<file path="src/inc/charger_ctrl_pkg.sv">
package charger_ctrl_pkg;
  // ==========================================
  // timebase
  localparam int unsigned cnt_w            = 36;
  localparam longint      clk_hz           = 200_000_000;
  localparam longint      ns_per_s         = 1_000_000_000;
  localparam longint      us_per_s         = 1_000_000;
  localparam longint      min_pulse_ns     = 600;
  localparam longint      slow_rise_us     = 1000;
  localparam longint      alert_pulse_us   = 256;
  localparam longint      ship_hold_s      = 4;
  localparam longint      reset_hold_s     = 16;
  localparam longint      reset_open_s     = 4;
  localparam longint      watchdog_s       = 40;
  localparam logic [35:0] min_pulse_cycles    = 36'((min_pulse_ns * clk_hz + ns_per_s - 1) / ns_per_s);
  localparam logic [35:0] slow_rise_cycles_d  = 36'((slow_rise_us * clk_hz + us_per_s - 1) / us_per_s);
  localparam logic [35:0] alert_pulse_cycles_d = 36'((alert_pulse_us * clk_hz + us_per_s - 1) / us_per_s);
  localparam logic [35:0] ship_hold_cycles_d  = 36'(ship_hold_s * clk_hz);
  localparam logic [35:0] reset_hold_cycles_d = 36'(reset_hold_s * clk_hz);
  localparam logic [35:0] reset_open_cycles_d = 36'(reset_open_s * clk_hz);
  localparam logic [35:0] watchdog_cycles_d   = 36'(watchdog_s * clk_hz);
  localparam logic [1:0]  blank_cycles        = 2'h3;
  // ==========================================
  // bus and register map
  localparam logic [6:0]  target_addr      = 7'h09;
  localparam logic [7:0]  input_source_control_off   = 8'h00;
  localparam logic [7:0]  power_on_configuration_off = 8'h01;
  localparam logic [7:0]  misc_control_register_off  = 8'h06;
  localparam logic [7:0]  input_source_control_rst   = 8'h4f;
  localparam logic [7:0]  power_on_configuration_rst = 8'h04;
  localparam logic [7:0]  power_on_configuration_keep = 8'h0f;
  localparam int unsigned hiz_bit          = 7;
  localparam int unsigned floor_msb        = 6;
  localparam int unsigned floor_lsb        = 3;
  localparam int unsigned ceiling_msb      = 2;
  localparam int unsigned ceiling_lsb      = 0;
  localparam int unsigned reg_reset_bit    = 7;
  localparam int unsigned wd_restart_bit   = 6;
  localparam int unsigned inhibit_bit      = 3;
  localparam int unsigned cutoff_msb       = 2;
  localparam int unsigned cutoff_lsb       = 0;
  localparam int unsigned switch_dis_bit   = 5;
  // ==========================================
  // types
  typedef enum logic [1:0] {i2c_idle, i2c_addr, i2c_write, i2c_read} i2c_state_type;
  typedef enum logic [1:0] {pwr_normal, pwr_ship, pwr_reset} power_state_type;
  typedef struct packed {
    logic       input_high_impedance;
    logic [3:0] input_voltage_floor;
    logic [2:0] input_current_ceiling;
    logic       charge_inhibit;
    logic [2:0] battery_undervoltage_cutoff;
  } cfg_type;
endpackage

</file>
<file path="src/verilog/charger_i2c_ship_reset_ctrl.sv">
`timescale 1ns/100ps
module charger_i2c_ship_reset_ctrl #(
  parameter logic [35:0] ship_hold_cycles   = charger_ctrl_pkg::ship_hold_cycles_d,
  parameter logic [35:0] reset_hold_cycles  = charger_ctrl_pkg::reset_hold_cycles_d,
  parameter logic [35:0] reset_open_cycles  = charger_ctrl_pkg::reset_open_cycles_d,
  parameter logic [35:0] slow_rise_cycles   = charger_ctrl_pkg::slow_rise_cycles_d,
  parameter logic [35:0] alert_pulse_cycles = charger_ctrl_pkg::alert_pulse_cycles_d,
  parameter logic [35:0] watchdog_cycles    = charger_ctrl_pkg::watchdog_cycles_d
) (
  input  wire logic                      clock,
  input  wire logic                      rst,
  input  wire logic                      scl_in,
  input  wire logic                      sda_in,
  output logic                           sda_out,
  output logic                           sda_oe,
  input  wire logic                      alert_in,
  output logic                           alert_out,
  output logic                           alert_oe,
  input  wire logic                      vin_good,
  input  wire logic                      alert_event,
  output logic                           battery_switch_on,
  output logic                           shipping,
  output logic                           reset_mode,
  output logic                           host_mode,
  output charger_ctrl_pkg::cfg_type      cfg
);

  // ==========================================
  // state
  typedef struct packed {
    logic [2:0]                        scl_s;
    logic [2:0]                        sda_s;
    logic [1:0]                        alert_s;
    logic [1:0]                        vin_s;
    logic                              vin_prev;
    charger_ctrl_pkg::i2c_state_type   i2c;
    logic [3:0]                        bit_cnt;
    logic [7:0]                        shift;
    logic                              rw;
    logic                              first;
    logic [7:0]                        idx;
    logic                              sda_drive;
    logic [7:0]                        r00;
    logic [7:0]                        r01;
    logic                              dis;
    charger_ctrl_pkg::power_state_type pwr;
    logic                              sw_on;
    logic                              auto_clr;
    logic                              persist;
    logic                              pend;
    logic [35:0]                       low_cnt;
    logic [35:0]                       wait_cnt;
    logic                              prev_low;
    logic [35:0]                       pulse_cnt;
    logic [1:0]                        blank;
    logic                              host;
    logic [35:0]                       wd_cnt;
  } state_type;

  localparam state_type state_rst = '{
    scl_s: 3'h7, sda_s: 3'h7, alert_s: 2'h3,
    i2c: charger_ctrl_pkg::i2c_idle, pwr: charger_ctrl_pkg::pwr_normal,
    r00: charger_ctrl_pkg::input_source_control_rst,
    r01: charger_ctrl_pkg::power_on_configuration_rst,
    sw_on: 1'h1, default: '0};

  state_type s_r;
  state_type s_nxt;
  logic      scl_rise;
  logic      scl_fall;
  logic      start_seen;
  logic      stop_seen;
  logic      ship_req;
  logic      alert_low;
  logic      alert_rise;
  logic      go_normal;

  // ==========================================
  // register read decode
  function automatic logic [7:0] reg_read(input logic [7:0] a, input state_type s);
    case (a)
      charger_ctrl_pkg::input_source_control_off:   reg_read = s.r00;
      charger_ctrl_pkg::power_on_configuration_off: reg_read = s.r01;
      charger_ctrl_pkg::misc_control_register_off:  reg_read = {2'h0, s.dis, 5'h00};
      default:                                      reg_read = 8'h00;
    endcase
  endfunction

  always_comb begin
    s_nxt      = s_r;
    ship_req   = 1'h0;
    go_normal  = 1'h0;
    // ==========================================
    // synchronisers, the first stage feeds only the second
    s_nxt.scl_s   = {s_r.scl_s[1:0], scl_in};
    s_nxt.sda_s   = {s_r.sda_s[1:0], sda_in};
    s_nxt.alert_s = {s_r.alert_s[0], alert_in};
    s_nxt.vin_s   = {s_r.vin_s[0], vin_good};
    s_nxt.vin_prev = s_r.vin_s[1];
    scl_rise   = s_r.scl_s[1] && !s_r.scl_s[2];
    scl_fall   = !s_r.scl_s[1] && s_r.scl_s[2];
    start_seen = s_r.scl_s[1] && s_r.scl_s[2] && s_r.sda_s[2] && !s_r.sda_s[1];
    stop_seen  = s_r.scl_s[1] && s_r.scl_s[2] && !s_r.sda_s[2] && s_r.sda_s[1];

    // ==========================================
    // i2c target; scl is only ever sampled, never driven
    if (start_seen) begin
      s_nxt.i2c       = charger_ctrl_pkg::i2c_addr;
      s_nxt.bit_cnt   = 4'h0;
      s_nxt.first     = 1'h1;
      s_nxt.sda_drive = 1'h0;
    end else if (stop_seen) begin
      s_nxt.i2c       = charger_ctrl_pkg::i2c_idle;
      s_nxt.sda_drive = 1'h0;
    end else if (s_r.i2c != charger_ctrl_pkg::i2c_idle && scl_rise) begin
      if (s_r.bit_cnt < 4'h8 && s_r.i2c != charger_ctrl_pkg::i2c_read) begin
        s_nxt.shift = {s_r.shift[6:0], s_r.sda_s[1]};
      end
      if (s_r.i2c == charger_ctrl_pkg::i2c_read && s_r.bit_cnt == 4'h8 && s_r.sda_s[1]) begin
        s_nxt.i2c = charger_ctrl_pkg::i2c_idle;
      end
      s_nxt.bit_cnt = s_r.bit_cnt + 4'h1;
    end else if (s_r.i2c != charger_ctrl_pkg::i2c_idle && scl_fall) begin
      case (s_r.i2c)
        charger_ctrl_pkg::i2c_addr: begin
          if (s_r.bit_cnt == 4'h8) begin
            if (s_r.shift[7:1] == charger_ctrl_pkg::target_addr) begin
              s_nxt.sda_drive = 1'h1;
              s_nxt.rw        = s_r.shift[0];
            end else begin
              s_nxt.i2c = charger_ctrl_pkg::i2c_idle;
            end
          end else if (s_r.bit_cnt == 4'h9) begin
            s_nxt.bit_cnt = 4'h0;
            if (s_r.rw) begin
              s_nxt.i2c       = charger_ctrl_pkg::i2c_read;
              s_nxt.shift     = reg_read(s_r.idx, s_r);
              s_nxt.sda_drive = !s_nxt.shift[7];
              s_nxt.idx       = s_r.idx + 8'h1;
            end else begin
              s_nxt.i2c       = charger_ctrl_pkg::i2c_write;
              s_nxt.sda_drive = 1'h0;
            end
          end
        end
        charger_ctrl_pkg::i2c_write: begin
          if (s_r.bit_cnt == 4'h8) begin
            s_nxt.sda_drive = 1'h1;
            if (s_r.first) begin
              s_nxt.first = 1'h0;
              s_nxt.idx   = s_r.shift;
            end else begin
              s_nxt.idx  = s_r.idx + 8'h1;
              s_nxt.host = 1'h1;
              case (s_r.idx)
                charger_ctrl_pkg::input_source_control_off: begin
                  s_nxt.r00 = s_r.shift;
                end
                charger_ctrl_pkg::power_on_configuration_off: begin
                  s_nxt.r01 = s_r.shift & charger_ctrl_pkg::power_on_configuration_keep;
                  if (s_r.shift[charger_ctrl_pkg::wd_restart_bit]) begin
                    s_nxt.wd_cnt = '0;
                  end
                  if (s_r.shift[charger_ctrl_pkg::reg_reset_bit]) begin
                    s_nxt.r00  = charger_ctrl_pkg::input_source_control_rst;
                    s_nxt.r01  = charger_ctrl_pkg::power_on_configuration_rst;
                    s_nxt.dis  = 1'h0;
                    s_nxt.host = 1'h0;
                  end
                end
                charger_ctrl_pkg::misc_control_register_off: begin
                  s_nxt.dis = s_r.shift[charger_ctrl_pkg::switch_dis_bit];
                  if (s_r.shift[charger_ctrl_pkg::switch_dis_bit]) begin
                    if (s_r.pwr == charger_ctrl_pkg::pwr_ship) begin
                      s_nxt.persist = 1'h1;
                    end else begin
                      ship_req = 1'h1;
                    end
                  end
                end
                default: begin
                end
              endcase
            end
          end else if (s_r.bit_cnt == 4'h9) begin
            s_nxt.sda_drive = 1'h0;
            s_nxt.bit_cnt   = 4'h0;
          end
        end
        charger_ctrl_pkg::i2c_read: begin
          if (s_r.bit_cnt == 4'h8) begin
            s_nxt.sda_drive = 1'h0;
          end else if (s_r.bit_cnt == 4'h9) begin
            s_nxt.bit_cnt   = 4'h0;
            s_nxt.shift     = reg_read(s_r.idx, s_r);
            s_nxt.sda_drive = !s_nxt.shift[7];
            s_nxt.idx       = s_r.idx + 8'h1;
          end else if (s_r.bit_cnt != 4'h0) begin
            s_nxt.shift     = {s_r.shift[6:0], 1'h0};
            s_nxt.sda_drive = !s_r.shift[6];
          end
        end
        default: begin
          s_nxt.i2c = charger_ctrl_pkg::i2c_idle;
        end
      endcase
    end

    // ==========================================
    // watchdog, suspended without input power
    if (s_r.host && s_r.vin_s[1]) begin
      s_nxt.wd_cnt = s_nxt.wd_cnt + 36'h1;
      if (s_r.wd_cnt >= watchdog_cycles) begin
        s_nxt.r00    = charger_ctrl_pkg::input_source_control_rst;
        s_nxt.r01    = charger_ctrl_pkg::power_on_configuration_rst;
        s_nxt.host   = 1'h0;
        s_nxt.wd_cnt = '0;
      end
    end

    // ==========================================
    // alert driver; blanking covers our own pulse plus sync latency
    if (s_r.pulse_cnt != '0) begin
      s_nxt.pulse_cnt = s_r.pulse_cnt - 36'h1;
    end
    if (alert_event) begin
      s_nxt.pulse_cnt = alert_pulse_cycles;
    end
    if (s_r.pwr == charger_ctrl_pkg::pwr_ship && s_r.vin_s[1] && !s_r.vin_prev) begin
      s_nxt.pulse_cnt = alert_pulse_cycles;
    end
    if (s_r.pulse_cnt != '0) begin
      s_nxt.blank = charger_ctrl_pkg::blank_cycles;
    end else if (s_r.blank != 2'h0) begin
      s_nxt.blank = s_r.blank - 2'h1;
    end
    alert_low      = !s_r.alert_s[1] && s_r.pulse_cnt == '0 && s_r.blank == 2'h0;
    alert_rise     = s_r.prev_low && !alert_low && s_r.pulse_cnt == '0 && s_r.blank == 2'h0;
    s_nxt.prev_low = alert_low;
    if (!alert_low) begin
      s_nxt.low_cnt = '0;
    end else if (s_r.low_cnt != '1) begin
      s_nxt.low_cnt = s_r.low_cnt + 36'h1;
    end

    // ==========================================
    // battery switch sequencing
    case (s_r.pwr)
      charger_ctrl_pkg::pwr_normal: begin
        if (ship_req) begin
          s_nxt.sw_on    = 1'h0;
          s_nxt.pwr      = charger_ctrl_pkg::pwr_ship;
          s_nxt.auto_clr = 1'h1;
          s_nxt.pend     = 1'h0;
        end
      end
      charger_ctrl_pkg::pwr_ship: begin
        if (s_r.auto_clr && !s_r.sw_on) begin
          s_nxt.auto_clr = 1'h0;
          if (!s_nxt.persist) begin
            s_nxt.dis = 1'h0;
          end
        end
        if (s_r.persist || s_nxt.persist) begin
          go_normal = alert_low && s_r.low_cnt >= ship_hold_cycles;
        end else if (alert_low && s_r.low_cnt >= ship_hold_cycles) begin
          go_normal = 1'h1;
        end else if (alert_rise && s_r.low_cnt >= slow_rise_cycles) begin
          go_normal = 1'h1;
        end else if (alert_rise && s_r.low_cnt > charger_ctrl_pkg::min_pulse_cycles) begin
          go_normal      = s_r.pend;
          s_nxt.pend     = 1'h1;
          s_nxt.wait_cnt = '0;
        end else if (s_r.pend) begin
          s_nxt.wait_cnt = s_r.wait_cnt + 36'h1;
          go_normal      = s_r.wait_cnt >= ship_hold_cycles;
        end
      end
      charger_ctrl_pkg::pwr_reset: begin
        s_nxt.wait_cnt = s_r.wait_cnt + 36'h1; // alert level ignored here
        if (s_r.wait_cnt >= reset_open_cycles) begin
          go_normal     = 1'h1;
          s_nxt.low_cnt = '0;
        end
      end
      default: begin
        s_nxt.pwr = charger_ctrl_pkg::pwr_normal;
      end
    endcase
    if (go_normal) begin
      s_nxt.pwr      = charger_ctrl_pkg::pwr_normal;
      s_nxt.sw_on    = 1'h1;
      s_nxt.pend     = 1'h0;
      s_nxt.persist  = 1'h0;
      s_nxt.auto_clr = 1'h0;
    end
    if (s_r.pwr != charger_ctrl_pkg::pwr_reset && alert_low && s_r.low_cnt > reset_hold_cycles) begin
      s_nxt.pwr      = charger_ctrl_pkg::pwr_reset;
      s_nxt.sw_on    = 1'h0;
      s_nxt.wait_cnt = '0;
      s_nxt.pend     = 1'h0;
    end
  end

  always_ff @(posedge clock) begin
    if (rst) begin
      s_r <= state_rst;
    end else begin
      s_r <= s_nxt;
    end
  end

  // ==========================================
  // outputs
  assign sda_out           = 1'h0;
  assign sda_oe            = s_r.sda_drive;
  assign alert_out         = 1'h0;
  assign alert_oe          = s_r.pulse_cnt != '0;
  assign battery_switch_on = s_r.sw_on;
  assign shipping          = s_r.pwr == charger_ctrl_pkg::pwr_ship;
  assign reset_mode        = s_r.pwr == charger_ctrl_pkg::pwr_reset;
  assign host_mode         = s_r.host;
  assign cfg.input_high_impedance        = s_r.r00[charger_ctrl_pkg::hiz_bit];
  assign cfg.input_voltage_floor         = s_r.r00[charger_ctrl_pkg::floor_msb:charger_ctrl_pkg::floor_lsb];
  assign cfg.input_current_ceiling       = s_r.r00[charger_ctrl_pkg::ceiling_msb:charger_ctrl_pkg::ceiling_lsb];
  assign cfg.charge_inhibit              = s_r.r01[charger_ctrl_pkg::inhibit_bit];
  assign cfg.battery_undervoltage_cutoff = s_r.r01[charger_ctrl_pkg::cutoff_msb:charger_ctrl_pkg::cutoff_lsb];

endmodule // charger_i2c_ship_reset_ctrl
</file>
<file path="config.mk">
export PLATFORM = sky130hd
export DESIGN_NAME = charger_i2c_ship_reset_ctrl
export DESIGN_NICKNAME = d
export VERILOG_FILES = /design/src/inc/charger_ctrl_pkg.sv /design/src/verilog/charger_i2c_ship_reset_ctrl.sv
export SDC_FILE = /design/constraint.sdc
export NUM_CORES = 1
export LEC_CHECK = 0
export BUFFER_PORTS_ARGS = -buffer_cell sky130_fd_sc_hd__buf_2
export CORE_UTILIZATION = 55
export DETAILED_ROUTE_END_ITERATION = 7
export GPL_ROUTABILITY_DRIVEN = 0
export PLACE_DENSITY = 0.71
export SYNTH_ARGS = -nofsm -noshare
export SYNTH_HDL_FRONTEND = slang
export SYNTH_SLANG_ARGS = --single-unit
</file>
<file path="constraint.sdc">
create_clock -name clock -period 4 [get_ports clock]
set_input_delay 0.2 -clock clock [delete_from_list [all_inputs] [get_ports clock]]
set_output_delay 0.2 -clock clock [all_outputs]
set_load 0.05 [all_outputs]
</file>
======== Word-level counts from Yosys, hierarchy flattened ========
Index checks and enable logic that the tools add are counted.
storage, ports and cells
  register bits ........................... 207
  input port bits ......................... 7
  output and inout port bits .............. 20
  logic and storage cells ................. 351
cells by class
  add/subtract/negate cells ............... 7
  order comparisons ....................... 7
  equality and inequality tests ........... 48
  mux-type cells .......................... 173
  bitwise operators ....................... 4
  reduce and logical (&&, ||, !) cells .... 82
operators with widths
  operator                                                          count
  two-way mux 37 bit                                                10
  two-way mux 36 bit                                                10
  two-way mux 17 bit                                                14
  two-way mux 8 bit                                                 25
  two-way mux 12 bit                                                12
  two-way mux 14 bit                                                8
  adder 36 x 1 -> 36 bit (second input constant)                    3
  two-way mux 9 bit                                                 11
  two-way mux 16 bit                                                5
  >= comparator 36 x 30 -> 1 bit (second input constant)            2
  one-hot mux 36 bit (2 select lines)                               1
  two-way mux 1 bit                                                 52
  two-way mux 42 bit                                                1
  >= comparator 36 x 18 -> 1 bit (second input constant)            1
  >= comparator 36 x 33 -> 1 bit (second input constant)            1
  greater-than comparator 36 x 32 -> 1 bit (second input constant)  1
  greater-than comparator 36 x 7 -> 1 bit (second input constant)   1
  zero test 36 bit                                                  1
  inequality test 36 bit (second input constant)                    1
  nonzero test 36 bit                                               1
  subtractor 36 x 1 -> 36 bit (second input constant)               1
  one-hot mux 8 bit (2 select lines)                                2
  inequality test 6 bit (second input constant)                     5
  two-way mux 28 bit                                                1
  other kinds (49)                                                  151

======== Longest topological paths before layout ========
Gate-level depths: netlist of run 1.
  depth after elaboration ................. 32
  gate-level depth with buffers ........... 14
  gate-level depth less buffers ........... 13

======== Worst setup path before layout of run 1 ========
Ideal clock, no wire load.
  path kind ............................... register -> register
  start point ............................. reg s_r[190] in the netlist's numbering
  end point ............................... reg s_r[30] in the netlist's numbering
  setup time .............................. 128 ps
  arrival time ............................ 2,974 ps
  required time ........................... 3,872 ps
  path slack .............................. 899 ps
  cell stages (with the launch flop) ...... 15
  buffers on the path ..................... 1
  clock period less this slack ............ 3,101 ps
  cells stage by stage .................... dfxtp_1 > inv_1 > ha_1 > nand3b_1 > nor4_2 > nand3_1 > clkbuf_1 > and2_1 > ha_1 > and4_1 > o2111ai_1 > nor4_1 > a31oi_1 > o21ai_1 > nor2_1
on the way
  cells in the longest elaborated chain, start to end .. 10
ends and longest elaborated chain
  element                 line                                source
  from (decl)             charger_i2c_ship_reset_ctrl.sv:67   state_type s_r;
  from (signal assigned)  charger_i2c_ship_reset_ctrl.sv:307  s_r <= state_rst;
  from (signal assigned)  charger_i2c_ship_reset_ctrl.sv:309  s_r <= s_nxt;
  equality test 4 bit *   charger_i2c_ship_reset_ctrl.sv:147  if (s_r.bit_cnt == 4'h8) begin
  two-way mux 37 bit *    charger_i2c_ship_reset_ctrl.sv:147
  two-way mux 37 bit *    charger_i2c_ship_reset_ctrl.sv:124  case (s_r.i2c)
  two-way mux 37 bit *    charger_i2c_ship_reset_ctrl.sv:123  end else if (s_r.i2c != charger_ctrl_pkg::i2c_idle && scl_fall) begin
  two-way mux 37 bit *    charger_i2c_ship_reset_ctrl.sv:115  end else if (s_r.i2c != charger_ctrl_pkg::i2c_idle && scl_rise) begin
  two-way mux 37 bit *    charger_i2c_ship_reset_ctrl.sv:112  end else if (stop_seen) begin
  two-way mux 37 bit *    charger_i2c_ship_reset_ctrl.sv:107  if (start_seen) begin
  adder 36 x 1 -> 36 bit  charger_i2c_ship_reset_ctrl.sv:212  s_nxt.wd_cnt = s_nxt.wd_cnt + 36'h1;
  two-way mux 37 bit      charger_i2c_ship_reset_ctrl.sv:213  if (s_r.wd_cnt >= watchdog_cycles) begin
  two-way mux 37 bit *    charger_i2c_ship_reset_ctrl.sv:211  if (s_r.host && s_r.vin_s[1]) begin
Mark *: on every way between the ends. The rest lies on a longest branch, timed or not.
A chain may end at the register's enable or synchronous reset.

======== Final worst setup path of run 1 ========
  start point ............................. reg s_r[147] in the netlist's numbering
  end point ............................... reg s_r[100] in the netlist's numbering
on the way
  cells in the longest elaborated chain, start to end .. 7
  elaborated cells between the ends (all ways) .. 18
  classes of those cells .................. 4 x order compare; 3 x eq/ne; 5 x mux; 6 x reduce/logical
ends and longest elaborated chain
  element                                  line                                source
  greater-than comparator 36 x 7 -> 1 bit  charger_i2c_ship_reset_ctrl.sv:270  end else if (alert_rise && s_r.low_cnt > charger_ctrl_pkg::min_pulse_cycles) begin
  logical AND 1 bit                        charger_i2c_ship_reset_ctrl.sv:270
  two-way mux 36 bit                       charger_i2c_ship_reset_ctrl.sv:270
  two-way mux 36 bit                       charger_i2c_ship_reset_ctrl.sv:268  end else if (alert_rise && s_r.low_cnt >= slow_rise_cycles) begin
  two-way mux 36 bit                       charger_i2c_ship_reset_ctrl.sv:266  end else if (alert_low && s_r.low_cnt >= ship_hold_cycles) begin
  two-way mux 36 bit                       charger_i2c_ship_reset_ctrl.sv:264  if (s_r.persist || s_nxt.persist) begin
  one-hot mux 36 bit (2 select lines)      charger_i2c_ship_reset_ctrl.sv:248  case (s_r.pwr)
Several ways; a longest one is shown, not always the timed one. The select of a mux whose other input is x is not followed.

==> flow_summary.ini, run 1 <==
[clock_tree]
root_buffer = clkbuf_16
clk_pin_slew_ps = 60
cts_htree_levels = 1
ctsResizeCount = 0
cts_tree = built
clk_path_buf_depth = 3
cts_made_buffers = 24
clkLatencyLatePin_ps = 520
cts.sinks = 207

[synthesis]
yosysWarnings = 0
synth_area_per_cell_um2 = 7.993
synth_cell_types = 85
ys.flop_type = dfxtp_1
netlist_instances = 1452
synth_edf_count = 0
ys_ff_latch = 207
synth_area_um2 = 11610
post-synth-top-count-cell = dfxtp_1
synth-seq-area-share_pct = 35.71
yosys-top-cells-count = dfxtp_1 (207), nor2_1 (170), nand2_1 (118)
synth_top_area_cell = dfxtp_1
synth_area_leaders = dfxtp_1 (36%), nor2_1 (5.5%), nand2_1 (3.8%)
synthArstFlopShare_pct = 0
synth_top_area_share_pct = 35.71

[sta]
worst_pin_slew_ps = 1038
finalHoldViolCount = 0
period_share_pct = 87.97
period_needed_ps = 3519
slew_headroom_pct = 30.70
fmax_mhz = 284.2
slew_violations = 0
fin_skew_ps = 20.37
finalWorstSetupSlack_ps = 481.2
setup_viol = 0
rsz0062_at_grt = false
tns_ps = 0

[global_route]
grt_pass1_wl_mm = 47.94
grt_pass1_vias = 9928
antenna_found_initial = 0
overflow = 0
grt_max_degree = 39
grt_use_total_pct = 25.92

[worst_setup_path]
start_kind = register
crit_fanout = 26
critPathRequiredTime_ps = 4420
crit_type = register to register
crit_path_end_kind = register
crit_arrival_ps = 3940

[die]
die_height_um = 147.3
dieArea_um2 = 21690
chipWidth_um = 147.3
core-area_um2 = 20430
num_io_pins = 27
fp-row-count = 52
start_util_pct = 56.81

[finish]
layout-drive-gt1-share_pct = 9.129
n_antenna_cell = 0
utilization_pct = 61.81
final_nets = 1454
syn_to_final_growth_pct = 8.808
final_area_um2 = 12630

[placed_design]
io_buffers = 24
pre_cts_slack_ps = 653.8
dp_hpwl_mm = 18.82
place_area_um2 = 11770

[routing]
finalWirelength_mm = 27.94
drc_errors = 0
drtIter0Drc = 733
postRouteAntennaNets = 0
firstDrtPassIters = 5
via_count = 10540
vias_per_cell = 6.142
wire_per_inst_um = 16.28

[outcome]
status = finished clean

[power]
power_per_cell_area_nw_per_um2 = 395.5
power_leakage_nw = 4.308
total_power_w = 0.004994
peakVddDrop_uv = 262.0

[worst_hold_path]
hp-class = primary input to register

[flow_run]
maxCapViolations = 0
==> layout by cell type, fill, tap and decap left out, types with 15 or more instances in the layout <==
cell / n
buf_4: 19
xor2_1: 36
dfxtp_1: 207
nand4_1: 41
mux2i_1: 17
o2111ai_1: 21
nor2_1: 170
o31ai_1: 15
inv_1: 50
and2_1: 18
clkbuf_16: 25
nor3b_1: 21
a21oi_1: 75
nand3b_1: 18
and4_1: 16
nor4_1: 39
nand3_1: 77
ha_1: 18
o21ai_0: 42
xnor2_1: 44
or3_1: 18
and3_1: 20
nand2_1: 118
nor3_1: 70
buf_2: 24
==> metal layers <==
layer	up-vias	GRT usage (%)	wire length [um]
li1	5234	-	-
met2	294	43.56	13010
met1	4956	34.65	12890
met3	56	3.478	1407
met5	-	0	0
met4	0	7.320	630
==> layout make-up <==
class	instances	area [um2]
Clock buffer	36	726.9
Timing Repair Buffer	47	302.8
Sequential cell	207	4144
Inverter	51	191.4
Clock inverter	7	88.84
Fill cell	1870	7801
Multi-Input combinational cell	1098	6837
Tap cell	270	337.8
==> logic make-up (layout without fill, tap and decap cells) <==
kind of cell    Yosys count  in the layout  synth area share [%]
other cells               1              2               0.03231
buf+inv                 148            141                 5.627
mux                      18             18                 1.563
simple gates            707            707                 32.87
compound gates          272            272                 16.14
flops                   207            207                 35.71
fa+ha+maj                19             19                 2.027
xor+xnor                 80             80                 6.037
==> per-stage QoR <==
stage / hold slack, ps / instances
after floorplan: 303.8 / 1453
after global placement: 386.9 / 1669
after detailed placement: 396.1 / 1669
after CTS: 52.33 / 1716
after global routing: 65.24 / 1716
final: 59.17 / 1716
==> power by group <==
| part | internal, W | leakage, nW | switching (W) |
|---|---|---|---|
| Sequential | 0.00212 | 1.67 | 0.0000667 |
| Combinational | 0.000235 | 2.23 | 0.000339 |
| Clock | 0.00138 | 0.406 | 0.000858 |
| Total | 0.00373 | 4.31 | 0.00126 |
==> flip-flops by register name (all words and copies together), names as in the netlist <==
| signal | flops |
|---|---|
| battery_switch_on | 1 |
| host_mode | 1 |
| sda_oe | 1 |
| s_r | 185 |
| cfg | 12 |
| s_nxt | 7 |
==> final timing paths <==
| kind | cells past startpoint | start | slack [ps] | to |
|---|---|---|---|---|
| setup / recovery | 7 | s_r[147]$_SDFF_PP0_ | 480 | s_r[100]$_SDFFE_PP0P_ |
| hold / removal | 3 | alert_event | 60 | s_r[53]$_SDFFE_PP0P_ |
| setup reg to reg | 7 | s_r[147]$_SDFF_PP0_ | 480 | s_r[100]$_SDFFE_PP0P_ |
| hold reg to reg | 1 | s_nxt[202]$_SDFF_PP1_ | 410 | s_nxt[203]$_SDFF_PP1_ |
==> worst max-delay path, cell delays in order, from the launching register on <==
cell and delay, ps:
dfxtp_1 340, nor4_1 590, nand2_1 220, nor3_1 360
a221oi_4 140, nor2_2 820, nand2_1 640, a21oi_1 310
==> repair_timing <==
action | in CTS | in global routing
hold endpoints to repair | 4 | 0
setup buffers | 0 | 0
hold buffers | 4 | 0
Note: power is estimated with default switching activity, not from simulation.
==> run 2: changes to the inputs <==
--- a/config.mk
+++ b/config.mk
@@ -6,10 +6,12 @@
 export NUM_CORES = 1
 export LEC_CHECK = 0
 export BUFFER_PORTS_ARGS = -buffer_cell sky130_fd_sc_hd__buf_2
+export CORE_ASPECT_RATIO = 1.4
 export CORE_UTILIZATION = 55
 export DETAILED_ROUTE_END_ITERATION = 7
 export GPL_ROUTABILITY_DRIVEN = 0
-export PLACE_DENSITY = 0.71
+export GPL_TIMING_DRIVEN = 0
+export PLACE_DENSITY_LB_ADDON = 0.3
 export SYNTH_ARGS = -nofsm -noshare
 export SYNTH_HDL_FRONTEND = slang
 export SYNTH_SLANG_ARGS = --single-unit
==> flow_summary.ini, run 2 (synthesized netlist as in run 1, its figures left out) <==
[die]
fp-row-count = 62
core-area_um2 = 20630
dieArea_um2 = 21700
die_height_um = 173.9
num_io_pins = 27
start_util_pct = 56.25
chipWidth_um = 124.8

[outcome]
status = complete, but fails checks
failed_checks = design-rule violations

[sta]
fmax_mhz = 275.1
period_share_pct = 90.86
slew_violations = 0
setup_viol = 0
finalHoldViolCount = 0
worst_pin_slew_ps = 899.4
rsz0062_at_grt = false
period_needed_ps = 3635
slew_headroom_pct = 39.54
fin_hold_ws_ps = 52.91
fin_skew_ps = 15.13
finalWorstSetupSlack_ps = 365.5

[power]
power_per_cell_area_nw_per_um2 = 384.0
p_int_w = 0.003642
switching_share_pct = 26.51
power_switching_w = 0.001314
total_power_w = 0.004956
power_leakage_nw = 4.466
pwr-share-clk_pct = 44.0
seqPwrFrac_pct = 44.0
p_comb_share_pct = 12.0
peakVddDrop_uv = 376.8

[finish]
syn_to_final_growth_pct = 11.20
layout-drive-gt1-share_pct = 10.04
n_antenna_cell = 0
largest_reg_flops = 185
layout_commonest_cell = dfxtp_1
final_cell_mix = dfxtp_1 (207), nor2_1 (170), nand2_1 (118), nand3_1 (77), a21oi_1 (76)
fillers = 1819
final_nets = 1532
regMostFlops = s_r
utilization_pct = 62.55

[worst_setup_path]
critPathRequiredTime_ps = 4390
crit_arrival_ps = 4020
start_kind = register
crit_path_end_kind = register
crit_fanout = 10
crit_type = register to register

[clock_tree]
cts_made_buffers = 23
root_buffer = clkbuf_16
clk_path_buf_depth = 3
clk_pin_slew_ps = 70
cts_htree_levels = 1
clkLatencyLatePin_ps = 520
cts.sinks = 207
cts_tree = built

[global_route]
grt_max_degree = 15
grt_pass1_wl_mm = 50.44
antenna_found_initial = 0
overflow = 0
grt_use_total_pct = 27.71
grt_pass1_vias = 10530

[routing]
drc_errors = 4
postRouteAntennaNets = 0
vias_per_cell = 6.292
drtIter0Drc = 965
finalWirelength_mm = 30.32
wire_per_inst_um = 17.03
firstDrtPassIters = 8
via_count = 11200

[worst_hold_path]
hp-class = primary input to register

[placed_design]
pre_cts_slack_ps = -149.9
dp_hpwl_mm = 21.36
io_buffers = 24

[flow_run]
maxCapViolations = 0
[run 2: changes by cell type in the layout (fill, tap and decap cells not counted), moves of 2 or more]
cell       previous run  this run
clkbuf_16            25        23
nor4_4                2         4
clkbuf_1              5        63
buf_2                24        42
clkinv_4              0         2
[run 2: per-layer routing]
metal | GRT usage [%] | share of wire, %
met4 | 13.99 | 4.1
met3 | 3.488 | 5.8
met2 | 49.13 | 50
met5 | 0 | 0
met1 | 32.71 | 41
[run 2: worst paths after layout]
path              slack (ps)                   end                   from  cells past startpoint
setup / recovery         370    s_r[30]$_SDFF_PP0_  s_r[190]$_SDFFE_PP0P_                     14
hold / removal            50  s_r[53]$_SDFFE_PP0P_            alert_event                      3
setup reg to reg         370    s_r[30]$_SDFF_PP0_  s_r[190]$_SDFFE_PP0P_                     14
hold reg to reg          410   s_r[200]$_SDFF_PP1_  s_nxt[200]$_SDFF_PP1_                      1
[run 2: cell type report]
cell class	instances	area (um2)	area share, %
Sequential cell	207	4144	32.11
Inverter	51	191.4	1.483
Timing Repair Buffer	29	167.7	1.299
Tap cell	256	320.3	2.482
Buffer	97	462.9	3.587
Multi-Input combinational cell	1098	6843	53.02
Clock buffer	32	659.4	5.109
Clock inverter	10	117.6	0.9113
[run 2: critical path, cell delays in order (launching register included)]
cell	delay [ps]
dfxtp_1	360
inv_1	70
ha_1	220
nand3b_1	370
nor4_4	500
nand3_1	200
clkbuf_2	280
and2_1	230
ha_1	270
and4_1	180
o2111ai_1	320
nor4_4	110
and4_1	230
o21ai_1	110
nor2_1	50
[run 2: what timing repair did]
action,CTS,global route
endpoints found under the setup margin,4,9
resized for setup,2,4
buffers inserted,0,1
cloned,0,0
pin swaps,0,1
hold endpoints to repair,4,0
hold buffers,4,0
[run 2: power by group through the flow]
stage | clock (W) | sequential, W | combinational (W)
2_1_floorplan | 0 | 0.00221 | 0.000479
3_3_place_gp | 0 | 0.00222 | 0.000575
3_5_place_dp | 0 | 0.00222 | 0.000587
4_1_cts | 0.00222 | 0.00218 | 0.000595
5_1_grt | 0.00230 | 0.00219 | 0.000662
6_report | 0.00218 | 0.00218 | 0.000595
[run 2: through the flow]
step	instances	TNS, ps	area, um2
4_1_cts	1779	0	12880
3_3_place_gp	1733	-67.76	12050
3_5_place_dp	1733	-376.3	12050
5_1_grt	1780	0	12910
6_report	1780	0	12910
2_1_floorplan	1453	0	11610
==> run 3: changes to the inputs <==
--- a/config.mk
+++ b/config.mk
@@ -5,13 +5,16 @@
 export SDC_FILE = /design/constraint.sdc
 export NUM_CORES = 1
 export LEC_CHECK = 0
+export ABC_AREA = 1
 export BUFFER_PORTS_ARGS = -buffer_cell sky130_fd_sc_hd__buf_2
 export CORE_ASPECT_RATIO = 1.4
 export CORE_UTILIZATION = 55
+export CTS_CLUSTER_DIAMETER = 60
 export DETAILED_ROUTE_END_ITERATION = 7
 export GPL_ROUTABILITY_DRIVEN = 0
 export GPL_TIMING_DRIVEN = 0
 export PLACE_DENSITY_LB_ADDON = 0.3
+export SLEW_MARGIN = 20
 export SYNTH_ARGS = -nofsm -noshare
 export SYNTH_HDL_FRONTEND = slang
 export SYNTH_SLANG_ARGS = --single-unit
==> flow_summary.ini, run 3 <==
[synthesis]
synth_top_area_share_pct = 33.43
ys_ff_latch = 207
synth_edf_count = 0
synth_area_per_cell_um2 = 6.579
yosys-top-cells-count = nand2_1 (355), nor2_1 (272), inv_1 (237)
synth-seq-area-share_pct = 33.43
post-synth-top-count-cell = nand2_1
netlist_instances = 1884
synth_area_um2 = 12390
synth_top_area_cell = dfxtp_1
yosysWarnings = 0
synthArstFlopShare_pct = 0
synth_area_leaders = dfxtp_1 (33%), nand2_1 (11%), nor2_1 (8.2%)
ys.flop_type = dfxtp_1
synth_cell_types = 58

[routing]
finalWirelength_mm = 33.22
drtIter0Drc = 864
drc_errors = 0
firstDrtPassIters = 5
wl_met3_mm = 1.746
postRouteAntennaNets = 0
wire_per_inst_um = 14.76
via_count = 12580
top_layer_used = met4
vias_per_cell = 5.590
wl_met2_mm = 16.79
wl_met1_mm = 12.96

[die]
die_height_um = 179.6
num_io_pins = 27
chipWidth_um = 128.9
core-area_um2 = 21940
start_util_pct = 56.49
dieArea_um2 = 23150
fp-row-count = 64

[global_route]
grt_use_total_pct = 28.89
grt_pass1_vias = 12280
grt_max_degree = 15
overflow = 0
grt_pass1_wl_mm = 55.28
antenna_found_initial = 0

[sta]
slew_headroom_pct = 52.83
fmax_mhz = 289.1
slew_violations = 0
finalHoldViolCount = 0
rsz0062_at_grt = false
worst_pin_slew_ps = 701.1
period_needed_ps = 3459
fin_skew_ps = 26.13
fin_hold_ws_ps = 24.17
period_share_pct = 86.48
setup_viol = 0
tns_ps = 0

[placed_design]
io_buffers = 24
place_area_um2 = 12890
dp_hpwl_mm = 25.15

[worst_hold_path]
whs_path_depth = 2
hp-class = primary input to register

[outcome]
status = finished clean

[power]
power_switching_w = 0.001325
power_per_cell_area_nw_per_um2 = 357.5
pwr-share-clk_pct = 43.5
p_comb_share_pct = 12.5
seqPwrFrac_pct = 43.9
p_int_w = 0.003566
power_leakage_nw = 5.461
switching_share_pct = 27.09
total_power_w = 0.004891
peakVddDrop_uv = 330.5

[clock_tree]
cts_tree = built
cts_made_buffers = 22
cts.sinks = 207
ctsResizeCount = 0
cts_htree_levels = 1
clkLatencyLatePin_ps = 530
clk_path_buf_depth = 3
clk_pin_slew_ps = 70
root_buffer = clkbuf_16

[worst_setup_path]
reg2reg_depth = 23
path_cells = inv_1 > ha_1 > nand3_1 > nor2_2 > nand2_8 > nor2_8 > nand2_4 > buf_12 > buf_6 > buf_2 > nand2_1 > inv_1 > ha_1 > nand4_1 > nor2_1 > nand2_2 > inv_2 > nand2_2 > nor2_1 > nand3b_1 > nand2_1 > nand2_1 > nor2_1
critPathRequiredTime_ps = 4450
path_depth = 23
slowest_stage = dfxtp_1
cpLargestDelayFamily = simple AND/OR/NAND/NOR gates
slowest_delay_ps = 360
crit_type = register to register
crit_arrival_ps = 3900
crit_path_end_kind = register
start_kind = register
crit_fanout = 10
cp.buffers_inverters = 6

[finish]
final_area_um2 = 13680
utilization_pct = 62.35
n_antenna_cell = 0
regMostFlops = s_r
syn_to_final_growth_pct = 10.38
final_cell_mix = nand2_1 (355), nor2_1 (272), inv_1 (237), dfxtp_1 (207), a21oi_1 (153)
fillers = 2065
final_nets = 1962
layout_commonest_cell = nand2_1
largest_reg_flops = 185
layout-drive-gt1-share_pct = 10.60

[flow_run]
maxCapViolations = 0
==> run 3: cells by family (layout without fill, tap and decap cells) <==
| family | count (synthesis) | in the layout | share of synthesized area (%) |
|---|---|---|---|
| and+or+nand+nor | 962 | 962 | 35.74 |
| buffers and inverters | 328 | 396 | 11.05 |
| AOI/OAI and AO/OA | 314 | 314 | 14.11 |
| DFF | 207 | 207 | 33.43 |
| xor gates and xnor gates | 54 | 54 | 3.816 |
| adders and majority gates | 18 | 18 | 1.817 |
| other | 1 | 2 | 0.03026 |
==> run 3: final timing paths <==
path / from / to / slack (ps)
hold reg to reg: s_nxt[198]$_SDFF_PP0_ / s_nxt[196]$_SDFF_PP0_ / 410
setup reg to reg: s_r[190]$_SDFFE_PP0P_ / s_r[24]$_SDFF_PP0_ / 540
hold / removal: rst / s_r[75]$_SDFF_PP0_ / 20
setup / recovery: s_r[190]$_SDFFE_PP0P_ / s_r[24]$_SDFF_PP0_ / 540
==> run 3: repair_timing <==
action | in CTS | in global routing
buffers inserted | 0 | 0
hold buffers | 4 | 0
endpoints found under the hold margin | 4 | 0
==> run 3: per-stage QoR <==
| step | setup WS, ps | instances |
|---|---|---|
| after floorplan | 1291 | 1885 |
| after detailed placement | 608.8 | 2206 |
| final | 540.8 | 2250 |
| after CTS | 573.9 | 2250 |
| after global placement | 656.6 | 2206 |
| after global routing | 244.9 | 2250 |
==> run 3: per-layer routing <==
metal	track usage, %	up-vias
met5	0	-
met4	16.71	0
met3	3.631	133
met2	52.95	460
met1	31.26	5720
li1	-	6265
==> run 3: area by class of cell <==
cell class | instances | area, um2 | area share, %
Inverter | 279 | 1051 | 7.682
Clock buffer | 31 | 614.3 | 4.491
Tap cell | 297 | 371.6 | 2.716
Sequential cell | 207 | 4144 | 30.29
Buffer | 49 | 319.1 | 2.332
Multi-Input combinational cell | 1350 | 6884 | 50.32
Clock inverter | 9 | 136.4 | 0.9969
Timing Repair Buffer | 28 | 160.2 | 1.171
==> run 3: power groups by stage <==
stage          clock (W)  sequential [W]  combinational [W]
2_1_floorplan          0         0.00218           0.000471
3_3_place_gp           0         0.00219           0.000589
3_5_place_dp           0         0.00219           0.000602
4_1_cts          0.00216         0.00215           0.000610
5_1_grt          0.00225         0.00215           0.000680
6_report         0.00213         0.00215           0.000614
==> run 3: worst reg2reg max path, delay by kind of cell (launching register included) <==
family | cells | cell delay (ps)
adder cells (fa/ha/maj) | 2 | 380
flip-flops | 1 | 360
AND/OR/NAND/NOR | 15 | 1810
buffers and inverters | 6 | 820
